File: config.mk
export PLATFORM = sky130hd
export DESIGN_NAME = basic_clock_divider_select_timing
export DESIGN_NICKNAME = d
export VERILOG_FILES = /design/src/logic/basic_clock_divider_select_pkg.sv /design/src/logic/basic_clock_divider_select_clkdiv.sv /design/src/logic/basic_clock_divider_select_timing.sv
export VERILOG_INCLUDE_DIRS = /design/src /design/src/logic
export SDC_FILE = /design/constraint.sdc
export NUM_CORES = 1
export LEC_CHECK = 0
export BUFFER_PORTS_ARGS = -buffer_cell sky130_fd_sc_hd__clkbuf_2
export CAP_MARGIN = 20
export CELL_PAD_IN_SITES_DETAIL_PLACEMENT = 1
export CELL_PAD_IN_SITES_GLOBAL_PLACEMENT = 1
export CORE_MARGIN = 2
export CORE_UTILIZATION = 41
export CTS_CLUSTER_DIAMETER = 80
export DETAILED_ROUTE_END_ITERATION = 12
export MAX_ROUTING_LAYER = met4
export PLACE_DENSITY = 0.81
export SLEW_MARGIN = 15
export SYNTH_ARGS = -nofsm -noshare
export SYNTH_HDL_FRONTEND = slang
export SYNTH_SLANG_ARGS = --single-unit
File: constraint.sdc
create_clock -name mclk -period 5.88 [get_ports mclk]
set_input_delay 0.588 -clock mclk [delete_from_list [all_inputs] [get_ports mclk]]
set_output_delay 0.588 -clock mclk [all_outputs]
set_load 0.005 [all_outputs]
File: src/logic/basic_clock_divider_select_defines.svh
`ifndef BASIC_CLOCK_DIVIDER_SELECT_DEFINES_SVH
`define BASIC_CLOCK_DIVIDER_SELECT_DEFINES_SVH

// Converter control word layout and reset value
`define BASIC_CLOCK_DIVIDER_SELECT_DIV_HI      15
`define BASIC_CLOCK_DIVIDER_SELECT_DIV_LO      14
`define BASIC_CLOCK_DIVIDER_SELECT_STC_HI      13
`define BASIC_CLOCK_DIVIDER_SELECT_STC_LO      12
`define BASIC_CLOCK_DIVIDER_SELECT_CTRL_RESET  16'h0000

// Basic-clock division ratios per divider select code
`define BASIC_CLOCK_DIVIDER_SELECT_DIV_00      5'h04
`define BASIC_CLOCK_DIVIDER_SELECT_DIV_01      5'h02
`define BASIC_CLOCK_DIVIDER_SELECT_DIV_10      5'h10
`define BASIC_CLOCK_DIVIDER_SELECT_DIV_11      5'h08

// Sample length in basic-clock periods per sample-time select code
`define BASIC_CLOCK_DIVIDER_SELECT_STC_00      7'h08
`define BASIC_CLOCK_DIVIDER_SELECT_STC_01      7'h10
`define BASIC_CLOCK_DIVIDER_SELECT_STC_10      7'h20
`define BASIC_CLOCK_DIVIDER_SELECT_STC_11      7'h40

// Result determination in basic-clock periods, result load in CPU clocks
`define BASIC_CLOCK_DIVIDER_SELECT_RESOLVE_BC  7'h28
`define BASIC_CLOCK_DIVIDER_SELECT_LOAD_CPU    2'h2

// Calibration length after reset in basic-clock periods
`define BASIC_CLOCK_DIVIDER_SELECT_CAL_BC      12'hd00

// Full-scale result code
`define BASIC_CLOCK_DIVIDER_SELECT_RESULT_MAX  10'h3ff

`endif

File: src/logic/basic_clock_divider_select_pkg.sv
`include "basic_clock_divider_select_defines.svh"

package basic_clock_divider_select_pkg;

  // Conversion sequencer states
  typedef enum logic [1:0] {
    BASIC_CLOCK_DIVIDER_SELECT_IDLE    = 2'b00,
    BASIC_CLOCK_DIVIDER_SELECT_SAMPLE  = 2'b01,
    BASIC_CLOCK_DIVIDER_SELECT_RESOLVE = 2'b10,
    BASIC_CLOCK_DIVIDER_SELECT_LOAD    = 2'b11
  } basic_clock_divider_select_state_t;

  // State of the timing controller apart from the basic-clock prescaler count
  typedef struct packed {
    basic_clock_divider_select_state_t  st;
    logic [15:0]   ctrl;
    logic [1:0]    act_div;
    logic [1:0]    act_stc;
    logic [6:0]    bc_cnt;
    logic [1:0]    load_cnt;
    logic [11:0]   cal_cnt;
    logic          cal_busy;
    logic [9:0]    held;
    logic [9:0]    result;
    logic          result_valid;
  } basic_clock_divider_select_main_t;

  // State of the basic-clock prescaler
  typedef struct packed {
    logic [4:0] cnt;
  } basic_clock_divider_select_div_t;

  // Division ratio of the CPU clock for a divider select code
  function automatic logic [4:0] basic_clock_divider_select_div_ratio(input logic [1:0] sel);
    logic [4:0] r;
    r = `BASIC_CLOCK_DIVIDER_SELECT_DIV_00;
    unique case (sel)
      2'b00: r = `BASIC_CLOCK_DIVIDER_SELECT_DIV_00;
      2'b01: r = `BASIC_CLOCK_DIVIDER_SELECT_DIV_01;
      2'b10: r = `BASIC_CLOCK_DIVIDER_SELECT_DIV_10;
      2'b11: r = `BASIC_CLOCK_DIVIDER_SELECT_DIV_11;
    endcase
    return r;
  endfunction

  // Sample length in basic-clock periods for a sample-time select code
  function automatic logic [6:0] basic_clock_divider_select_sample_len(input logic [1:0] sel);
    logic [6:0] r;
    r = `BASIC_CLOCK_DIVIDER_SELECT_STC_00;
    unique case (sel)
      2'b00: r = `BASIC_CLOCK_DIVIDER_SELECT_STC_00;
      2'b01: r = `BASIC_CLOCK_DIVIDER_SELECT_STC_01;
      2'b10: r = `BASIC_CLOCK_DIVIDER_SELECT_STC_10;
      2'b11: r = `BASIC_CLOCK_DIVIDER_SELECT_STC_11;
    endcase
    return r;
  endfunction

  // Whole conversion length in CPU clocks
  function automatic logic [11:0] basic_clock_divider_select_conv_cycles(input logic [1:0] div, input logic [1:0] stc);
    logic [11:0] bc;
    logic [11:0] prod;
    bc   = {5'h00, basic_clock_divider_select_sample_len(stc)} + {5'h00, `BASIC_CLOCK_DIVIDER_SELECT_RESOLVE_BC};
    prod = 12'(bc * {7'h00, basic_clock_divider_select_div_ratio(div)});
    return prod + {10'h000, `BASIC_CLOCK_DIVIDER_SELECT_LOAD_CPU};
  endfunction

endpackage

File: src/logic/basic_clock_divider_select_clkdiv.sv
`timescale 1ns/1ps
`include "basic_clock_divider_select_defines.svh"

module basic_clock_divider_select_clkdiv
  import basic_clock_divider_select_pkg::*;
(
  input  wire logic       mclk,
  input  wire logic       resetn,
  input  wire logic [1:0] div_sel,
  input  wire logic       restart,
  output logic            tick
);

  basic_clock_divider_select_div_t s_r;
  basic_clock_divider_select_div_t s_nxt;
  logic [4:0] last;

  // One tick per basic-clock period; at-or-above compare survives a ratio drop
  assign last = basic_clock_divider_select_div_ratio(div_sel) - 5'h01;
  assign tick = (s_r.cnt >= last);

  // Prescaler count, realigned when a conversion starts
  always_comb
  begin
    s_nxt = s_r;
    if (restart || tick)
    begin
      s_nxt.cnt = 5'h00;
    end
    else
    begin
      s_nxt.cnt = s_r.cnt + 5'h01;
    end
  end

  // State register
  always_ff @(posedge mclk)
  begin
    if (!resetn)
    begin
      s_r <= '0;
    end
    else
    begin
      s_r <= s_nxt;
    end
  end

endmodule

File: src/logic/basic_clock_divider_select_timing.sv
// Function
// - Divider code 00/01/10/11 divides CPU clock by 4/2/16/8 for basic clock.
// - Sample code 00/01/10/11 gives 8/16/32/64 basic-clock periods of sampling.
// - Conversion equals sample time plus 40 basic periods plus 2 CPU clocks.
// - Calibration after reset takes at least 3328 basic-clock periods.
// - Divider code resets to divide-by-four.
// - Conversions run during calibration and stretch its total duration.
// - Input below ground gives zero, above reference gives all ones.
// - Input is captured only while sampling; later changes have no effect.
`timescale 1ns/1ps
`include "basic_clock_divider_select_defines.svh"

module basic_clock_divider_select_timing
  import basic_clock_divider_select_pkg::*;
#(
  parameter int AIN_W = 12
)
(
  input  wire logic                     mclk,
  input  wire logic                     resetn,
  input  wire logic                     ctrl_wr,
  input  wire logic [15:0]              ctrl_wdata,
  output logic      [15:0]              converter_control_register,
  input  wire logic                     conv_req,
  output logic                          conv_ready,
  input  wire logic signed [AIN_W-1:0]  ain_level,
  output logic                          sampling,
  output logic                          conv_busy,
  output logic                          cal_busy,
  output logic      [9:0]               result,
  output logic                          result_valid
);

  localparam logic signed [AIN_W-1:0] AIN_TOP = AIN_W'(`BASIC_CLOCK_DIVIDER_SELECT_RESULT_MAX);

  basic_clock_divider_select_main_t s_r;
  basic_clock_divider_select_main_t s_nxt;
  logic        tick;
  logic        accept;
  logic [1:0]  div_sel;
  logic [9:0]  clamped;
  logic [1:0]  basic_clock_divider_select;
  logic [1:0]  sample_time_select;

  // Control fields of the programmed word
  assign basic_clock_divider_select = s_r.ctrl[`BASIC_CLOCK_DIVIDER_SELECT_DIV_HI:`BASIC_CLOCK_DIVIDER_SELECT_DIV_LO];
  assign sample_time_select         = s_r.ctrl[`BASIC_CLOCK_DIVIDER_SELECT_STC_HI:`BASIC_CLOCK_DIVIDER_SELECT_STC_LO];

  // Idle follows the programmed divider, a conversion keeps its latched one
  assign accept  = (s_r.st == BASIC_CLOCK_DIVIDER_SELECT_IDLE) && conv_req;
  assign div_sel = (s_r.st == BASIC_CLOCK_DIVIDER_SELECT_IDLE) ? basic_clock_divider_select : s_r.act_div;

  // Basic-clock prescaler
  basic_clock_divider_select_clkdiv u_clkdiv (
    .mclk    (mclk),
    .resetn  (resetn),
    .div_sel (div_sel),
    .restart (accept),
    .tick    (tick)
  );

  // Saturate out-of-range inputs to the code limits
  always_comb
  begin
    if (ain_level < 0)
    begin
      clamped = 10'h000;
    end
    else if (ain_level > AIN_TOP)
    begin
      clamped = `BASIC_CLOCK_DIVIDER_SELECT_RESULT_MAX;
    end
    else
    begin
      clamped = ain_level[9:0];
    end
  end

  // Sequencer, control word and calibration
  always_comb
  begin
    s_nxt              = s_r;
    s_nxt.result_valid = 1'b0;
    if (ctrl_wr)
    begin
      s_nxt.ctrl = ctrl_wdata;
    end
    unique case (s_r.st)
      BASIC_CLOCK_DIVIDER_SELECT_IDLE:
      begin
        if (conv_req)
        begin
          s_nxt.st      = BASIC_CLOCK_DIVIDER_SELECT_SAMPLE;
          s_nxt.act_div = basic_clock_divider_select;
          s_nxt.act_stc = sample_time_select;
          s_nxt.bc_cnt  = 7'h00;
        end
      end
      BASIC_CLOCK_DIVIDER_SELECT_SAMPLE:
      begin
        s_nxt.held = clamped;
        if (tick)
        begin
          if (s_r.bc_cnt == basic_clock_divider_select_sample_len(s_r.act_stc) - 7'h01)
          begin
            s_nxt.st     = BASIC_CLOCK_DIVIDER_SELECT_RESOLVE;
            s_nxt.bc_cnt = 7'h00;
          end
          else
          begin
            s_nxt.bc_cnt = s_r.bc_cnt + 7'h01;
          end
        end
      end
      BASIC_CLOCK_DIVIDER_SELECT_RESOLVE:
      begin
        if (tick)
        begin
          if (s_r.bc_cnt == `BASIC_CLOCK_DIVIDER_SELECT_RESOLVE_BC - 7'h01)
          begin
            s_nxt.st       = BASIC_CLOCK_DIVIDER_SELECT_LOAD;
            s_nxt.load_cnt = 2'h0;
          end
          else
          begin
            s_nxt.bc_cnt = s_r.bc_cnt + 7'h01;
          end
        end
      end
      BASIC_CLOCK_DIVIDER_SELECT_LOAD:
      begin
        if (s_r.load_cnt == `BASIC_CLOCK_DIVIDER_SELECT_LOAD_CPU - 2'h1)
        begin
          s_nxt.st           = BASIC_CLOCK_DIVIDER_SELECT_IDLE;
          s_nxt.result       = s_r.held;
          s_nxt.result_valid = 1'b1;
        end
        else
        begin
          s_nxt.load_cnt = s_r.load_cnt + 2'h1;
        end
      end
    endcase
    // Calibration advances only between conversions
    if (s_r.cal_busy && (s_r.st == BASIC_CLOCK_DIVIDER_SELECT_IDLE) && tick)
    begin
      if (s_r.cal_cnt == `BASIC_CLOCK_DIVIDER_SELECT_CAL_BC - 12'h001)
      begin
        s_nxt.cal_busy = 1'b0;
      end
      else
      begin
        s_nxt.cal_cnt = s_r.cal_cnt + 12'h001;
      end
    end
  end

  // State register; reset starts calibration with divide-by-four
  always_ff @(posedge mclk)
  begin
    if (!resetn)
    begin
      s_r <= '{st: BASIC_CLOCK_DIVIDER_SELECT_IDLE, ctrl: `BASIC_CLOCK_DIVIDER_SELECT_CTRL_RESET, cal_busy: 1'b1, default: '0};
    end
    else
    begin
      s_r <= s_nxt;
    end
  end

  // Outputs
  assign converter_control_register = s_r.ctrl;
  assign conv_ready                 = (s_r.st == BASIC_CLOCK_DIVIDER_SELECT_IDLE);
  assign sampling                   = (s_r.st == BASIC_CLOCK_DIVIDER_SELECT_SAMPLE);
  assign conv_busy                  = (s_r.st != BASIC_CLOCK_DIVIDER_SELECT_IDLE);
  assign cal_busy                   = s_r.cal_busy;
  assign result                     = s_r.result;
  assign result_valid               = s_r.result_valid;

  // Checking helpers: cycles since tick, conversion length, calibration ticks
  logic [4:0]  gap_r;
  logic [11:0] cyc_r;
  logic [11:0] caltick_r;

  always_ff @(posedge mclk)
  begin
    if (!resetn)
    begin
      gap_r     <= 5'h00;
      cyc_r     <= 12'h000;
      caltick_r <= 12'h000;
    end
    else
    begin
      gap_r     <= (accept || tick) ? 5'h00 : gap_r + 5'h01;
      cyc_r     <= accept ? 12'h000 : (conv_busy ? cyc_r + 12'h001 : cyc_r);
      caltick_r <= (cal_busy && conv_ready && tick) ? caltick_r + 12'h001 : caltick_r;
    end
  end
endmodule

==> reports/metrics.yaml <==
setup_path:
  cp_slowest_cell: "ha_1"
  crit_buf_inv: 1
  critPathMaxStageDelay_ps: 490
  path_class: "flop to flop"
  cp-end-kind: "flop"
  start_kind: "flop"
  worstPathRequired_ps: 6110
  crit_fanout: 14
  path_cells: "inv_1, ha_1, mux2_2, nor2_1, ha_1, a211oi_1, o211ai_1, a2bb2oi_1, or2_2, nor2_1, mux2_2"
  crit_family: "compound AO/OA/AOI/OAI gates"
  arrival_ps: 3510
logic_synthesis:
  synthArstFlopShare_pct: 0
  seq_area_frac_synth_pct: 41.6
  synth.area.top_cells: "dfxtp_1 42%, mux2i_1 9.5%, nor2_1 8.0%"
  syn_nets: 442
  synth_seq_cells: 70
  yosys.area_share.xor_xnor_pct: 2.60
  ys_types: 44
  synth_top_area_share_pct: 41.6
  synth_area_leader_cell: "dfxtp_1"
  muxShareOfSynthArea_pct: 10.2
  syn_area_sq_um: 3370
  yosysMostFrequentCell: "nor2_1"
  syn_area_per_cell_sq_um: 8.46
  synthSimpleGateAreaFrac_pct: 20.9
  synthAdderAreaFrac_pct: 4.46
  synth_edf_count: 0
  synth_common_cells: "72 x nor2_1, 70 x dfxtp_1, 42 x nand2_1, 32 x mux2i_1, 26 x buf_4"
  synth_compound_area_share_pct: 10.9
  synth_top_flop_cell: "dfxtp_1"
  synthCells: 398
  synth_top_family_by_area: "simple AND/OR/NAND/NOR gates"
  yosysWarnings: 0
sta:
  finalSetupViolations: 0
  final.min_clock_period_ps: 3280
  hold_viol: 0
  max_freq_mhz: 305
  rsz0062_at_grt: "no"
  fin_worst_skew_ps: 14.9
  slew_viol_final: 0
  slew_headroom_pct: 42.1
  fin_ws_ps: 2600
  finalSetupTns_ps: 0
  worst_slew_pin_slew_ps: 869
  period_share_pct: 55.7
route:
  viasPerCell: 5.10
  dr_total_vias: 2757
  wl_met1_mm: 3.30
  wirelength_mm: 7.67
  route.detailed.wl_per_inst_microns: 14.2
  dr.pass1.iters: 4
  dr_wl_met2_mm: 3.92
  drc_errors: 0
  drt_iter0_drc: 57
  ant_nets: 0
  route.met3.wl_microns: 335
  top_layer: "met4"
place:
  port_buffers: 62
  place.gp.congestion: 0.807
  dp_slack_ps: 2360
  post_dp_cell_area_sq_um: 3560
  dpl.hpwl_mm: 5.47
  place_inst: 524
floorplan:
  coreArea_sq_um: 8090
  initial_core_util_pct: 41.6
  die_h_microns: 94.6
  dieArea_sq_um: 8960
  die_w_microns: 94.6
  fp-row-count: 33
  num_io_pins: 63
clock_tree:
  htree_levels: 3
  cts_buffer_depth: 2
  clock_tree.root_cell: "clkbuf_8"
  clkTransAtPathRegs_ps: 80
  post_cts_resize_count: 0
  clock_latency_ps: 350
  cts_setup_buffers: 0
  holdBufCountCts: 0
  cts.sinks: 70
  cts_tree: "done"
  cts_made_buffers: 9
worst_hold_path:
  hold_class: "flop to flop"
layout:
  layout.cells.non_filler: 541
  syn_to_final_growth_pct: 11.9
  design_area_sq_um: 3770
  layout.nets: 475
  layout-drive-gt1-share_pct: 20.4
  fillers: 1015
  diodes: 0
grt:
  track_usage_pct: 19.3
  antenna_found_initial: 0
  first_global_vias: 2840
  grt_max_degree: 57
  grt.overflow.total: 0
  grt_pass1_wl_mm: 13.2
outcome:
  status: "finished, final reports clean"
pwr:
  p_leak_nw: 1.60
  p_per_area_nw_per_um2: 325
  ir_drop_uv: 146
flow_run:
  cap_violations: 0
==> final timing paths <==
check,from,cells past startpoint,to,slack (ps)
worst max register to register,s_r[64],11,s_r[36],2600
worst min register to register,result[2],2,result[2],460
worst min-delay path,result[2],2,result[2],460
worst max-delay path,s_r[64],11,s_r[36],2600
==> through the flow <==
stage | utilization [%] | hold WS (ps) | total power, W
after global placement | 44.0 | 445 | 0.000820
after global routing | 46.6 | 474 | 0.00130
after CTS | 46.5 | 459 | 0.00124
after detailed placement | 44.0 | 447 | 0.000838
after floorplan | - | 431 | 0.000757
final | 46.6 | 457 | 0.00122
==> placed cells by master (no fill, tap or decap), drive strengths merged, types with 7 or more instances in the layout <==
cell type	n
inv	15
mux2i	32
nand3	14
clkbuf	74
xnor2	7
nor2	72
a21oi	22
dfxtp	70
o21ai	16
nand2	42
ha	12
==> registers in the layout (all words and copies together) (netlist names) <==
name and count:
u_clkdiv.s_r 5, result_valid 1, converter_control_register 16, cal_busy 1
result 10, s_r 37
==> where the power goes <==
group / internal, W / switching, W / leakage [nW]
Clock: 0.000207 / 0.000183 / 0.0955
Combinational: 0.000122 / 0.000180 / 0.940
Sequential: 0.000506 / 0.0000259 / 0.569
==> cells by family after synthesis <==
| family | count (synthesis) |
|---|---|
| compound gates | 56 |
| xor+xnor | 10 |
| fa+ha+maj | 12 |
| buf+inv | 57 |
| flops | 70 |
| mux | 34 |
| other cells | 1 |
| simple gates | 158 |
==> worst min-delay path: cells and delay by family (launching register included) <==
| kind | cells | cell delay, ps |
|---|---|---|
| DFF | 1 | 310 |
| and+or+nand+nor | 1 | 50 |
| AOI/OAI and AO/OA | 1 | 50 |
==> area by class of cell <==
cell class,instances,area (sq um),area share (%)
tap,105,131,3.48
clock inverter,5,58.8,1.56
inverter,15,56.3,1.49
clock buffer,11,141,3.75
timing repair buffer,64,325,8.63
multi-input combinational,271,1660,43.9
sequential,70,1400,37.2
==> metal layers <==
| layer | vias up | track usage (%) |
|---|---|---|
| met5 | - | - |
| met4 | 0 | 7.25 |
| met2 | 56 | 34.3 |
| met1 | 1309 | 20.9 |
| li1 | 1380 | - |
| met3 | 12 | 4.31 |
(Power assumes the default switching activity.)
